## src/etg_pkg.sv

```systemverilog
// Shared constants, states and the test pattern for the traffic harness.
// Assumes one clock for harness and core end; build options are parameters.
package etg_pkg;

	// ***************************************************
	// Widths and counts
	// ***************************************************
	localparam int ETG_DW = 64;
	localparam int ETG_SYNC_STAGES = 3;
	localparam logic [15:0] ETG_PKT_WORDS = 16'h0008;
	localparam logic [15:0] ETG_LAST_WORD = 16'h0007;
	localparam logic [15:0] ETG_BURST_PKTS = 16'h0020;
	localparam logic [15:0] ETG_PAT_TAG = 16'hC0DE;
	localparam logic [7:0] ETG_REALIGN_CYC = 8'h20;

	// ***************************************************
	// User input bit positions and output count
	// ***************************************************
	localparam int ETG_NUM_IN = 5;
	localparam int ETG_IN_CONT = 0;
	localparam int ETG_IN_SWITCH = 1;
	localparam int ETG_IN_RESTART = 2;
	localparam int ETG_IN_SIMPLEX = 3;
	localparam int ETG_IN_TICK = 4;
	localparam int ETG_NUM_OUT = 10;

	// ***************************************************
	// Reconfiguration writes
	// ***************************************************
	localparam logic [9:0] ETG_RCFG_BASE = 10'h010;
	localparam logic [3:0] ETG_RCFG_WRITES = 4'h4;
	localparam logic [3:0] ETG_RCFG_LAST = 4'h3;
	localparam logic [15:0] ETG_RCFG_TEN_LANE = 16'h0000;
	localparam logic [15:0] ETG_RCFG_FOUR_LANE = 16'h0001;

	// ***************************************************
	// States
	// ***************************************************
	typedef enum logic [1:0] {
		ETG_GEN_WAIT = 2'b00,
		ETG_GEN_SEND = 2'b01,
		ETG_GEN_DONE = 2'b10,
		ETG_GEN_RCFG = 2'b11
	} etg_gen_state_t;

	typedef enum logic [1:0] {
		ETG_MON_WAIT = 2'b00,
		ETG_MON_RECV = 2'b01,
		ETG_MON_DONE = 2'b10
	} etg_mon_state_t;

	// Word of a frame: tag, packet number, word number, inverted packet number.
	function automatic logic [ETG_DW-1:0] etg_pattern(input logic [15:0] pkt,
		input logic [15:0] word);
		etg_pattern = {ETG_PAT_TAG, pkt, word, ~pkt};
	endfunction : etg_pattern

endpackage : etg_pkg

```

## src/etg_link_if.sv

```systemverilog
// Link between the traffic harness and the MAC/transceiver core end.
// Assumes both ends run on the same clock and synchronous reset.
`timescale 1ns/100ps
interface etg_link_if (
	input wire logic clk,
	input wire logic rst
);
	import etg_pkg::*;

	logic serdes_tx_locked;
	logic serdes_rx_locked;
	logic rx_aligned;
	logic tx_valid;
	logic tx_ready;
	logic tx_last;
	logic [ETG_DW-1:0] tx_data;
	logic rx_valid;
	logic rx_ready;
	logic rx_last;
	logic [ETG_DW-1:0] rx_data;
	logic rcfg_wr;
	logic [9:0] rcfg_addr;
	logic [15:0] rcfg_data;
	logic rcfg_ack;
	logic perf_tick;
	logic [15:0] stat_tx_pkts;
	logic [15:0] stat_rx_pkts;

	modport harness (
		input serdes_tx_locked, serdes_rx_locked, rx_aligned,
		output tx_valid, tx_last, tx_data, input tx_ready,
		input rx_valid, rx_last, rx_data, output rx_ready,
		output rcfg_wr, rcfg_addr, rcfg_data, input rcfg_ack,
		output perf_tick, input stat_tx_pkts, stat_rx_pkts
	);

	modport core (
		output serdes_tx_locked, serdes_rx_locked, rx_aligned,
		input tx_valid, tx_last, tx_data, output tx_ready,
		output rx_valid, rx_last, rx_data, input rx_ready,
		input rcfg_wr, rcfg_addr, rcfg_data, output rcfg_ack,
		input perf_tick, output stat_tx_pkts, stat_rx_pkts
	);

endinterface : etg_link_if

```

## src/etg_harness.sv

```systemverilog
// Traffic harness: packet generator, packet monitor and user I/O staging.
// Assumes the core end on the link; the clock doubles as the init clock.
// Notes on behaviour
// - Generator sends only after lock and alignment.
// - Monitor waits for lock, alignment, then checks.
// - Any compare mismatch raises data failure.
// - Continuous input streams forever, else fixed burst.
// - Operator drops continuous before lane switch.
// - Switch request writes reconfig, then reruns check.
// - Switch request one pulse until realigned.
// - Restart acts only when both busy are low.
// - Generator and monitor each drive busy.
// - Lane mode low ten-lane, high four-lane.
// - Statistics match high when counts agree.
// - Simplex transmit waits for simplex receiver aligned.
// - Done indicators after all packets sent/received.
// - Separate lock and alignment indicators.
// - All user I/O pass three registers.
// - Init clock drives reset and reconfig logic.
// - Operator tick triggers statistics snapshot.
`timescale 1ns/100ps
module etg_harness #(
	parameter bit SWITCHABLE = 1'b1,
	parameter bit SIMPLEX_TX = 1'b0
) (
	input wire logic sys_clk_in,
	input wire logic rst_in,
	etg_link_if.harness link,
	input wire logic cont_traffic_in,
	input wire logic lane_switch_req_in,
	input wire logic restart_req_in,
	input wire logic simplex_rx_aligned_in,
	input wire logic perf_snapshot_tick_in,
	output logic transmit_serdes_lock_ind_out,
	output logic receive_serdes_lock_ind_out,
	output logic rx_aligned_ind_out,
	output logic tx_done_out,
	output logic rx_done_out,
	output logic data_fail_out,
	output logic tx_busy_out,
	output logic rx_busy_out,
	output logic lane_mode_out,
	output logic stat_match_out
);
	import etg_pkg::*;

	logic [ETG_SYNC_STAGES-1:0][ETG_NUM_IN-1:0] in_q, in_d;
	logic [ETG_SYNC_STAGES-1:0][ETG_NUM_OUT-1:0] out_q, out_d;
	etg_gen_state_t gen_q, gen_d;
	etg_mon_state_t mon_q, mon_d;
	logic [15:0] tpkt_q, tpkt_d, tword_q, tword_d, rpkt_q, rpkt_d, rword_q, rword_d;
	logic [ETG_DW-1:0] tdata_q, tdata_d;
	logic tlast_q, tlast_d, tdone_q, tdone_d, rdone_q, rdone_d, fail_q, fail_d;
	logic pend_q, pend_d, lane_q, lane_d, match_q, match_d;
	logic [3:0] ridx_q, ridx_d;
	logic link_up, restart_go, mon_clear, cont_s, tx_busy, rx_busy;

	// ***************************************************
	// User input staging
	// ***************************************************
	always_comb begin
		in_d = {in_q[1:0], perf_snapshot_tick_in, simplex_rx_aligned_in, restart_req_in,
			lane_switch_req_in, cont_traffic_in};
	end

	assign cont_s = in_q[2][ETG_IN_CONT];
	assign link_up = link.serdes_tx_locked && link.serdes_rx_locked && link.rx_aligned;
	assign tx_busy = (gen_q != ETG_GEN_DONE);
	assign rx_busy = (mon_q != ETG_MON_DONE);
	assign restart_go = in_q[2][ETG_IN_RESTART] && !tx_busy && !rx_busy;
	assign link.perf_tick = in_q[2][ETG_IN_TICK];

	// ***************************************************
	// Packet generator
	// ***************************************************
	assign link.tx_valid = (gen_q == ETG_GEN_SEND);
	assign link.tx_data = tdata_q;
	assign link.tx_last = tlast_q;
	assign link.rcfg_wr = (gen_q == ETG_GEN_RCFG);
	assign link.rcfg_addr = 10'(ETG_RCFG_BASE + {6'h00, ridx_q});
	assign link.rcfg_data = lane_q ? ETG_RCFG_TEN_LANE : ETG_RCFG_FOUR_LANE;

	always_comb begin
		gen_d = gen_q;
		tpkt_d = tpkt_q;
		tword_d = tword_q;
		tdone_d = tdone_q;
		lane_d = lane_q;
		ridx_d = ridx_q;
		mon_clear = 1'b0;
		pend_d = pend_q || (SWITCHABLE && in_q[2][ETG_IN_SWITCH]);
		case (gen_q)
			ETG_GEN_WAIT: begin
				if (pend_q) begin
					gen_d = ETG_GEN_RCFG;
				end else if (link_up && (!SIMPLEX_TX || in_q[2][ETG_IN_SIMPLEX])) begin
					gen_d = ETG_GEN_SEND;
				end
			end
			ETG_GEN_SEND: begin
				if (!link_up) begin
					gen_d = ETG_GEN_WAIT;
				end else if (link.tx_ready) begin
					tword_d = tword_q + 16'h0001;
					if (tlast_q) begin
						tword_d = 16'h0000;
						tpkt_d = tpkt_q + 16'h0001;
						if (!cont_s && (tpkt_d == ETG_BURST_PKTS)) begin
							gen_d = ETG_GEN_DONE;
							tdone_d = 1'b1;
						end else if (pend_q) begin
							gen_d = ETG_GEN_RCFG;
						end
					end
				end
			end
			ETG_GEN_DONE: begin
				if (restart_go) begin
					gen_d = ETG_GEN_WAIT;
					tpkt_d = 16'h0000;
					tword_d = 16'h0000;
					tdone_d = 1'b0;
					mon_clear = 1'b1;
				end else if (pend_q) begin
					gen_d = ETG_GEN_RCFG;
				end
			end
			ETG_GEN_RCFG: begin
				if (link.rcfg_ack) begin
					ridx_d = ridx_q + 4'h1;
					if (ridx_q == ETG_RCFG_LAST) begin
						ridx_d = 4'h0;
						lane_d = ~lane_q;
						gen_d = ETG_GEN_WAIT;
						tpkt_d = 16'h0000;
						tword_d = 16'h0000;
						tdone_d = 1'b0;
						mon_clear = 1'b1;
						pend_d = SWITCHABLE && in_q[2][ETG_IN_SWITCH];
					end
				end
			end
			default: begin
				gen_d = ETG_GEN_WAIT;
			end
		endcase
		tdata_d = etg_pattern(tpkt_d, tword_d);
		tlast_d = (tword_d == ETG_LAST_WORD);
	end

	// ***************************************************
	// Packet monitor
	// ***************************************************
	assign link.rx_ready = (mon_q == ETG_MON_RECV);

	always_comb begin
		mon_d = mon_q;
		rpkt_d = rpkt_q;
		rword_d = rword_q;
		rdone_d = rdone_q;
		fail_d = fail_q;
		case (mon_q)
			ETG_MON_WAIT: begin
				if (link_up) begin
					mon_d = ETG_MON_RECV;
				end
			end
			ETG_MON_RECV: begin
				if (!link_up) begin
					mon_d = ETG_MON_WAIT;
				end else if (link.rx_valid) begin
					if ((link.rx_data != etg_pattern(rpkt_q, rword_q)) ||
						(link.rx_last != (rword_q == ETG_LAST_WORD))) begin
						fail_d = 1'b1;
					end
					rword_d = rword_q + 16'h0001;
					if (link.rx_last) begin
						rword_d = 16'h0000;
						rpkt_d = rpkt_q + 16'h0001;
						if (!cont_s && (rpkt_d == ETG_BURST_PKTS)) begin
							mon_d = ETG_MON_DONE;
							rdone_d = 1'b1;
						end
					end
				end
			end
			ETG_MON_DONE: begin
				mon_d = ETG_MON_DONE;
			end
			default: begin
				mon_d = ETG_MON_WAIT;
			end
		endcase
		if (mon_clear) begin
			mon_d = ETG_MON_WAIT;
			rpkt_d = 16'h0000;
			rword_d = 16'h0000;
			rdone_d = 1'b0;
			fail_d = 1'b0;
		end
		match_d = (link.stat_tx_pkts == link.stat_rx_pkts);
	end

	// ***************************************************
	// User output staging
	// ***************************************************
	always_comb begin
		out_d = {out_q[1:0], match_q, lane_q && SWITCHABLE, rx_busy, tx_busy, fail_q,
			rdone_q, tdone_q, link.rx_aligned, link.serdes_rx_locked, link.serdes_tx_locked};
	end

	assign transmit_serdes_lock_ind_out = out_q[2][0];
	assign receive_serdes_lock_ind_out = out_q[2][1];
	assign rx_aligned_ind_out = out_q[2][2];
	assign tx_done_out = out_q[2][3];
	assign rx_done_out = out_q[2][4];
	assign data_fail_out = out_q[2][5];
	assign tx_busy_out = out_q[2][6];
	assign rx_busy_out = out_q[2][7];
	assign lane_mode_out = out_q[2][8];
	assign stat_match_out = out_q[2][9];

	always_ff @(posedge sys_clk_in) begin
		if (rst_in) begin
			in_q <= '0;
			out_q <= '0;
			gen_q <= ETG_GEN_WAIT;
			mon_q <= ETG_MON_WAIT;
			tpkt_q <= 16'h0000;
			tword_q <= 16'h0000;
			rpkt_q <= 16'h0000;
			rword_q <= 16'h0000;
			tdata_q <= '0;
			tlast_q <= 1'b0;
			tdone_q <= 1'b0;
			rdone_q <= 1'b0;
			fail_q <= 1'b0;
			pend_q <= 1'b0;
			lane_q <= 1'b0;
			match_q <= 1'b0;
			ridx_q <= 4'h0;
		end else begin
			in_q <= in_d;
			out_q <= out_d;
			gen_q <= gen_d;
			mon_q <= mon_d;
			tpkt_q <= tpkt_d;
			tword_q <= tword_d;
			rpkt_q <= rpkt_d;
			rword_q <= rword_d;
			tdata_q <= tdata_d;
			tlast_q <= tlast_d;
			tdone_q <= tdone_d;
			rdone_q <= rdone_d;
			fail_q <= fail_d;
			pend_q <= pend_d;
			lane_q <= lane_d;
			match_q <= match_d;
			ridx_q <= ridx_d;
		end
	end

endmodule : etg_harness

```

## src/flat_wrapper.sv

```systemverilog
// flat-port wrapper written by rule: the top's interface ports become plain ports
module etg_harness_flat import etg_pkg::*;
#(
	parameter bit SWITCHABLE = 1'b1,
	parameter bit SIMPLEX_TX = 1'b0
)
  (sys_clk_in, rst_in, cont_traffic_in, lane_switch_req_in, restart_req_in, simplex_rx_aligned_in, perf_snapshot_tick_in, transmit_serdes_lock_ind_out, receive_serdes_lock_ind_out, rx_aligned_ind_out, tx_done_out, rx_done_out, data_fail_out, tx_busy_out, rx_busy_out, lane_mode_out, stat_match_out, clk, rst, link_serdes_tx_locked, link_serdes_rx_locked, link_rx_aligned, link_tx_valid, link_tx_last, link_tx_data, link_tx_ready, link_rx_valid, link_rx_last, link_rx_data, link_rx_ready, link_rcfg_wr, link_rcfg_addr, link_rcfg_data, link_rcfg_ack, link_perf_tick, link_stat_tx_pkts, link_stat_rx_pkts);
  etg_link_if link_i (.clk(clk), .rst(rst));
  input wire logic sys_clk_in;
  input wire logic rst_in;
  input wire logic cont_traffic_in;
  input wire logic lane_switch_req_in;
  input wire logic restart_req_in;
  input wire logic simplex_rx_aligned_in;
  input wire logic perf_snapshot_tick_in;
  output logic transmit_serdes_lock_ind_out;
  output logic receive_serdes_lock_ind_out;
  output logic rx_aligned_ind_out;
  output logic tx_done_out;
  output logic rx_done_out;
  output logic data_fail_out;
  output logic tx_busy_out;
  output logic rx_busy_out;
  output logic lane_mode_out;
  output logic stat_match_out;
  input wire logic clk;
  input wire logic rst;
  input wire logic [$bits(link_i.serdes_tx_locked)-1:0] link_serdes_tx_locked;
  input wire logic [$bits(link_i.serdes_rx_locked)-1:0] link_serdes_rx_locked;
  input wire logic [$bits(link_i.rx_aligned)-1:0] link_rx_aligned;
  output wire logic [$bits(link_i.tx_valid)-1:0] link_tx_valid;
  output wire logic [$bits(link_i.tx_last)-1:0] link_tx_last;
  output wire logic [$bits(link_i.tx_data)-1:0] link_tx_data;
  input wire logic [$bits(link_i.tx_ready)-1:0] link_tx_ready;
  input wire logic [$bits(link_i.rx_valid)-1:0] link_rx_valid;
  input wire logic [$bits(link_i.rx_last)-1:0] link_rx_last;
  input wire logic [$bits(link_i.rx_data)-1:0] link_rx_data;
  output wire logic [$bits(link_i.rx_ready)-1:0] link_rx_ready;
  output wire logic [$bits(link_i.rcfg_wr)-1:0] link_rcfg_wr;
  output wire logic [$bits(link_i.rcfg_addr)-1:0] link_rcfg_addr;
  output wire logic [$bits(link_i.rcfg_data)-1:0] link_rcfg_data;
  input wire logic [$bits(link_i.rcfg_ack)-1:0] link_rcfg_ack;
  output wire logic [$bits(link_i.perf_tick)-1:0] link_perf_tick;
  input wire logic [$bits(link_i.stat_tx_pkts)-1:0] link_stat_tx_pkts;
  input wire logic [$bits(link_i.stat_rx_pkts)-1:0] link_stat_rx_pkts;
  assign link_i.serdes_tx_locked = link_serdes_tx_locked;
  assign link_i.serdes_rx_locked = link_serdes_rx_locked;
  assign link_i.rx_aligned = link_rx_aligned;
  assign link_tx_valid = link_i.tx_valid;
  assign link_tx_last = link_i.tx_last;
  assign link_tx_data = link_i.tx_data;
  assign link_i.tx_ready = link_tx_ready;
  assign link_i.rx_valid = link_rx_valid;
  assign link_i.rx_last = link_rx_last;
  assign link_i.rx_data = link_rx_data;
  assign link_rx_ready = link_i.rx_ready;
  assign link_rcfg_wr = link_i.rcfg_wr;
  assign link_rcfg_addr = link_i.rcfg_addr;
  assign link_rcfg_data = link_i.rcfg_data;
  assign link_i.rcfg_ack = link_rcfg_ack;
  assign link_perf_tick = link_i.perf_tick;
  assign link_i.stat_tx_pkts = link_stat_tx_pkts;
  assign link_i.stat_rx_pkts = link_stat_rx_pkts;
  etg_harness #(.SWITCHABLE(SWITCHABLE), .SIMPLEX_TX(SIMPLEX_TX)) u_core (.sys_clk_in(sys_clk_in), .rst_in(rst_in), .link(link_i), .cont_traffic_in(cont_traffic_in), .lane_switch_req_in(lane_switch_req_in), .restart_req_in(restart_req_in), .simplex_rx_aligned_in(simplex_rx_aligned_in), .perf_snapshot_tick_in(perf_snapshot_tick_in), .transmit_serdes_lock_ind_out(transmit_serdes_lock_ind_out), .receive_serdes_lock_ind_out(receive_serdes_lock_ind_out), .rx_aligned_ind_out(rx_aligned_ind_out), .tx_done_out(tx_done_out), .rx_done_out(rx_done_out), .data_fail_out(data_fail_out), .tx_busy_out(tx_busy_out), .rx_busy_out(rx_busy_out), .lane_mode_out(lane_mode_out), .stat_match_out(stat_match_out));
endmodule
```

## config.mk

```make
export PLATFORM = sky130hd
export DESIGN_NAME = etg_harness_flat
export DESIGN_NICKNAME = d
export VERILOG_FILES = /design/src/etg_pkg.sv /design/src/etg_link_if.sv /design/src/etg_harness.sv /design/src/flat_wrapper.sv
export SDC_FILE = /design/constraint.sdc
export NUM_CORES = 1
export LEC_CHECK = 0
export ABC_AREA = 1
export BUFFER_PORTS_ARGS = -buffer_cell sky130_fd_sc_hd__buf_4
export CORE_MARGIN = 2
export CORE_UTILIZATION = 47
export DETAILED_ROUTE_END_ITERATION = 10
export PLACE_DENSITY = 0.73
export SYNTH_ARGS = -nofsm -noshare
export SYNTH_HDL_FRONTEND = slang
export SYNTH_SLANG_ARGS = --single-unit
```

## constraint.sdc

```tcl
create_clock -name sys_clk_in -period 1.81 [get_ports sys_clk_in]
set_clock_uncertainty 0.2 [all_clocks]
set_input_delay 0.362 -clock sys_clk_in [delete_from_list [all_inputs] [get_ports sys_clk_in]]
set_output_delay 0.362 -clock sys_clk_in [all_outputs]
set_load 0.03 [all_outputs]
```

After elaboration in Yosys (flattened, before gate mapping)
Cells that the tools add are included.

Logic and storage cells: 133. Bits in registers: 188.

$add $sub $neg: 6. Eq/ne operators: 29. Reductions and logical operators: 24. Muxes and demuxes: 49. Bitwise operators: 3.

Operators by type and width (count): $mux W16 (13); $pmux W16 S3 (2); $add A16 B1 Y16 const B (4); $mux W64 (1); $ne A64 B64 Y1 (1); $eq A16 B3 Y1 const B (2); $eq A16 B6 Y1 const B (2); $not A16 Y16 (2); $mux W2 (14); $eq A16 B16 Y1 (1); $ne A2 B1 Y1 const B (8); $mux W1 (14); $ne A3 B3 Y1 const B (4); $reduce_and A4 Y1 (3); $reduce_and A5 Y1 (2); $pmux W2 S4 (1); $reduce_and A8 Y1 (1); $add A5 B4 Y6 const A (1); $eq A2 B2 Y1 const B (3); $logic_and A1 B1 Y1 (6); $pmux W2 S3 (1); $reduce_and A3 Y1 (2); $add A4 B1 Y4 const B (1); $eq A2 B1 Y1 const B (2); other kinds (15) (20).

Depth between registers and ports, before layout
Gate-level depths: netlist of run 1.

Depth in word-level cells: 8. Depth in mapped cells: 15.

Worst setup path after synthesis of run 1
Ideal clock, no wire load.

Kind: reg-to-reg. From: register, netlist name u_core.link.tx_data[33]. To: register u_core.gen_q[1]. Period minus slack after synthesis: 2.285 ns. Arrival: 1.955 ns. Setup slack: -0.475 ns. Cell stages (with the launch flop): 14. Setup time: 0.131 ns. Buffers on the path: 0. Data required time: 1.479 ns. Path through: dfxtp_1 > ha_1 > nand2_1 > nor2_1 > nand2_1 > or2_2 > nand3_1 > nor2_1 > nand3_1 > nand2_1 > nand2_1 > nand2_1 > nand2_1 > a21oi_2.

RTL lines: to (signal assigned) (RTL line etg_harness.sv:245) `gen_q <= gen_d;`; to (decl) (RTL line etg_harness.sv:49) `etg_gen_state_t gen_q, gen_d;`.

==> metrics, run 1 <==
status=finished with violations; failing checks=setup timing; CTS max path bufs=2; drt drc=0; setup ws final=-0.3003 ns; Post-Syn Area=7390 um^2; startpoint types=register; Hold Vio Cnt, Final=0; Inst Count DP=1591; core area=approximately 15000 um^2; # port buffers=about 180; fin nets=1568; Main synth FF type=dfxtp_1; register area=2840 um^2; Post-synth top cells=184 x nand2_1, 179 x nor2_1, 161 x inv_1; Synth Area per Inst=6.998 um^2; number of antenna violations at the first check in global routing=0; Area growth syn-to-layout=64.34%; Final min period=2.110 ns; Boundary Pins=about 220; gr usage total=26.60%; Yosys top cell area share=between 30% and 40%; sequential element share of the synthesized area=37.39%; chip height=roughly 130 um; CTS tree=done; VDD IR max=between 700 and 800 uV; Crit. End Element=register; die width=129.4 um; Ant. Diodes=0; CP Max Fanout=4; total power draw=8.400 mW; drt wl/cell=approximately 15 um; Critical Path RT=1.98 ns; die area=16740 um^2; Finished Layout Cells=1672; #FFs+latches synth=138; Fillers=951; RSZ-0062 raised after global routing=yes; number of synthesized flops with an enable pin=0; 1st-pass router iterations=5; CTS buffer count=17; CTS root buffer=clkbuf_16; global-route wire length before repair=35.20 mm; global placer's final weighted congestion=0.9349; fin crit share=116.6%; share of cells above drive strength 1=45.93%; synth unique cells=51; final setup violation count=71; pwr dens=691.7 nW/um^2; number of global-route vias before repair=7710; Initial Utilization=48.43%; Post-Route WL=around 26 mm; 1st-iter DRT viols=between 700 and 800; Critical Path AT=2.28 ns; Setup Slack @ Placement=-0.2565 ns; fin util=79.59%; H-tree depth=4; ys async rst share=0%; Slew Limit Fails=0; Sink Count=138; HPWL after DPL=15.64 mm; Yosys Warn Count=0; LEAKAGE=5.671 nW; clk_lat worst skew=between 0.4 and 0.5 ns; Max Cap Viol=0; routed via count=8487; clk slew on worst S/H paths=about 0.06 ns; # rows=45; area occupied by multi-input gates=4584 um^2; grt ovf=0; Hold Crit Class=input pin to register; synth top area cells=dfxtp_1 37%, nand2_1 9.3%, nor2_1 9.1%, inv_1 8.2%, xor2_1 5.0%; pin count of the biggest net entering global routing=96; Crit Path Class=register to register; post-route ant nets=0; count leader, synth=nand2_1; Max Freq=473.9 MHz; Yosys top cell by area=dfxtp_1; vias per cell=5.076; Mapped Cells=1056
layout make-up:
type                            count  area share, %
Multi-Input combinational cell    718          37.75
Timing Repair inverter              1        0.05151
Inverter                          172          5.625
Sequential cell                   138          23.39
Tap cell                          211          2.174
Clock inverter                     13         0.9582
Clock buffer                       17          3.503
Timing Repair Buffer              402          26.55
cells by family (layout without fill, tap and decap cells):
kind of cell / after synthesis / in the layout / synth area share [%]
compound gates: 122 / 122 / 9.702
xor+xnor: 56 / 56 / 6.637
fa+ha+maj: 6 / 6 / 1.016
buf+inv: 227 / 605 / 13.83
flops: 138 / 138 / 37.39
other cells: 2 / 29 / 0.1016
simple gates: 505 / 505 / 31.32
placed cells by master, fill, tap and decap left out, drive strengths merged, types with 3 or more instances in the layout:
cell type / count
conb: 29
o22ai: 9
a22oi: 4
xnor2: 14
inv: 178
nor4: 7
a21oi: 30
clkbuf: 17
a21o: 4
o21ai: 51
nand2: 191
o21bai: 3
clkinv: 5
a211oi: 5
xor2: 42
or2: 6
nand4: 24
buf: 395
nor3: 27
nand3: 49
o21a: 4
nand3b: 4
ha: 6
nor2: 194
a31oi: 5
dfxtp: 138
dlygate4sd3: 7
sequential cells by signal, summed over array words and instances (netlist names), 2 cells and up:
signal / count
u_core.gen_q: 2
u_core.in_d: 8
u_core.in_q: 2
u_core.link.tx_data: 49
u_core.mon_q: 2
u_core.out_d: 20
u_core.ridx_q: 4
u_core.rpkt_q: 16
u_core.rword_q: 16
power by group:
| group | switching [mW] | internal (mW) |
|---|---|---|
| combinational | 1.05 | 0.884 |
| sequential | 0.0521 | 3.11 |
| clock | 1.42 | 1.88 |
critical path, stage by stage (launching register included):
cell and delay (ns):
dfxtp_4 0.39, ha_4 0.18, nand2_4 0.07, nor2_4 0.19, nand2_4 0.11, nor2_4 0.09, nand2_1 0.06, nand2_1 0.10
nand2_1 0.08, nor2_2 0.09, nand3_2 0.10, nand2_1 0.09, nand2_1 0.05, nand2_1 0.06, nand2_1 0.07, a21oi_2 0.11
metal layers:
metal / global-route usage (%) / up-vias / routed length, um
li1: - / 4065 / -
met2: 47.28 / 408 / 12910
met3: 5.615 / 93 / 1881
met5: 0 / - / 0
met4: 9.335 / 0 / 890
met1: 31.79 / 3921 / 9867
what timing repair did:
action | 4_1_cts | 5_1_grt
gates resized for setup | 104 | 155
pin swaps | 35 | 55
setup buffers | 17 | 27
cloned | 2 | 1
endpoints found under the hold margin | 7 | 0
hold buffers | 7 | 0
endpoints found under the setup margin | 69 | 82
per-stage QoR:
step / hold slack [ns] / TNS (ns) / instance area, um^2
finish: 0.1567 / -7.507 / 12140
global route: 0.1921 / -13.34 / 12140
CTS: 0.1245 / -2.243 / 11430
detailed placement: 0.1930 / -9.647 / 10270
global placement: 0.1885 / -7.926 / 10270
floorplan: 0.1883 / -0.2009 / 7700
final timing paths:
check	from	endpoint	slack, ns	cells after the start
worst max-delay path	u_core.link.tx_data[33]	u_core.gen_q[1]	-0.30	15
worst min-delay path	link_stat_rx_pkts[8]	u_core.match_q	0.16	6
worst max register to register	u_core.link.tx_data[33]	u_core.gen_q[1]	-0.30	15
worst min register to register	u_core.in_d[6]	u_core.in_d[11]	0.19	2
(Power assumes the default switching activity.)
==> run 2, diff against run 1 <==
MAX_ROUTING_LAYER = met4   (was not set)
clock period = 1.8 ns   (was 1.81 ns; I/O delays follow)
==> run 2 against run 1 <==
The flow still finishes with violations (setup timing). Non-clock buffer count is 1 higher. Worst setup slack worse by 0.0046 ns. Critical path depth down 2. Sequential share of layout area grew 0.41 points. Core utilization down 1.3 points. Die area did not move. Cell area fell by 1.6%. Combinational power is 15% lower. Clock-buffer cell count rose by 3. Total power decreased by 1.4%. Maximum frequency is 0.26% higher.
==> metrics, run 2 (synthesis gave the netlist of run 1 again) <==
core area=15260 um^2; number of global-route vias before repair=7576; Comb power frac=19.8%; fin nets=1568; reg-to-reg slack, setup=-0.30 ns; Reg2Reg Launch Point=u_core.rpkt_q[0]; chip height=129.4 um; number of antenna violations at the first check in global routing=0; R2R cell count=13; CTS max path bufs=2; vias per cell=4.928; most frequent cells in the layout=374 x buf_4, 155 x nand2_1, 149 x nor2_1, 146 x inv_1, 99 x dfxtp_1; fin crit share=116.9%; global-route wire length before repair=34.24 mm; pin count of the biggest net entering global routing=44; CP Cell Sequence=ha_4 -> nand3_4 -> nor2_4 -> nand2_2 -> xor2_1 -> nor2_1 -> nand2_1 -> nor2_2 -> nand2_1 -> nand2_2 -> nand3_1 -> nand2_1 -> nor2_1; Worst Path Buf+Inv=0; die width=129.4 um; Crit. End Element=register; HPWL after DPL=15.99 mm; Net Switching=2.345 mW; status=finished with violations; post-route ant nets=0; Largest register FFs=a little under 50; Setup Slack @ Placement=-0.2519 ns; Critical Path AT=2.23 ns; CTS buffer count=17; crit-path leading delay family=simple AND/OR/NAND/NOR gates; Crit Path Class=register to register; LEAKAGE=5.640 nW; CP max-delay cell=dfxtp_4; pwr dens=692.7 nW/um^2; 1st-pass router iterations=5; VDD IR max=754.1 uV; Post-Route WL=23.54 mm; Max Cap Viol=0; # port buffers=around 180; Slew Limit Fails=0; clk_lat worst skew=between 0.4 and 0.5 ns; Hold Vio Cnt, Final=0; worst min-delay path startpoint=link_serdes_rx_locked; drt wl/cell=14.08 um; routed via count=approximately 8.2k; gr usage total=approximately a quarter; Sink Count=138; grt ovf=0; Reg power frac=38.5%; Initial Utilization=48.43%; drt drc=0; 1st-iter DRT viols=463; Internal Dissipation=~5.9 mW; Area growth syn-to-layout=61.75%; Critical Path RT=1.93 ns; Hold Crit Class=input pin to register; share of cells above drive strength 1=45.45%; RSZ-0062 raised after global routing=yes; failing checks=setup timing; CP Max Fanout=4; clock network power share=41.8%; CTS tree=done; Ant. Diodes=0; Hold Path Cell Cnt=4; R2R Path End=u_core.mon_q[0]; # rows=45; CP peak stage delay=0.39 ns; setup ws final=-0.3050 ns; H-tree depth=4; switching part of the total power=28.32%; Max Freq=475.1 MHz; clk slew on worst S/H paths=about 0.06 ns; Post-Route Setup TNS=-2.604 ns; Hold Path Sink=u_core.out_d[11]; Final min period=~2.1 ns; startpoint types=register; global placer's final weighted congestion=approximately 0.96; die area=16740 um^2; total power draw=8.279 mW; most used cell along the critical path=nand2_1; CTS root buffer=clkbuf_16; Hold WS=0.06153 ns; final setup violation count=40; most common cell after layout, fill and taps aside=buf_4; Boundary Pins=217
==> run 2: repair_timing <==
action / CTS / global route
endpoints found under the hold margin: 5 / 0
pin swaps: 22 / 57
setup buffers: 13 / 21
resized for setup: 57 / 172
setup endpoints to repair: 63 / 83
hold buffers: 5 / 0
==> run 2: worst min-delay path: stages <==
cell    delay (ns)
buf_4         0.10
buf_4         0.10
inv_1         0.03
nor2_1        0.06
==> run 2: through the flow <==
| step | cells | utilization [%] | cell area [um^2] |
|---|---|---|---|
| floorplan | 1083 | - | 7716 |
| detailed placement | 1605 | 67.83 | 10350 |
| global route | 1672 | 78.34 | 11950 |
| global placement | 1605 | 67.83 | 10350 |
| CTS | 1653 | 73.83 | 11270 |
| finish | 1672 | 78.34 | 11950 |
==> run 2: power groups by stage <==
stage | Clock, mW | Combinational, mW | Sequential [mW]
finish | 3.46 | 1.64 | 3.18
global route | 3.60 | 1.75 | 3.19
CTS | 3.47 | 1.42 | 3.18
detailed placement | 0 | 1.36 | 3.24
global placement | 0 | 1.34 | 3.23
floorplan | 0 | 0.741 | 3.29
==> run 2: area by class of cell <==
cell class	count	area, um^2
sequential	138	2844
clock buffer	20	489.2
inverter	172	678.2
tap	211	264.0
fill	1022	3306
multi-input combinational	718	4456
clock inverter	10	90.09
timing repair buffer	403	3132
==> run 2: how the worst max path moves through the flow <==
stage	depth (start not counted)	slack [ns]	to	start
6_report	13	-0.30	u_core.mon_q[0]	u_core.rpkt_q[0]
5_1_grt	15	-0.37	u_core.link.tx_last	u_core.mon_q[1]
4_1_cts	15	-0.16	u_core.link.tx_last	u_core.mon_q[1]
3_5_place_dp	11	-0.25	u_core.link.tx_last	link_rx_aligned
3_3_place_gp	12	-0.24	u_core.link.tx_data[8]	link_rx_aligned
2_1_floorplan	11	-0.08	u_core.link.tx_data[47]	u_core.ridx_q[1]
==> run 2: routing by layer <==
layer  track usage, %  part of all wire [%]  vias to the layer above
li1                 -                     -                     4060
met1            31.57                    41                     3797
met2            44.89                    50                      318
met3            4.913                   6.3                       64
met4            9.783                   2.3                        0
met5                -                     0                        -
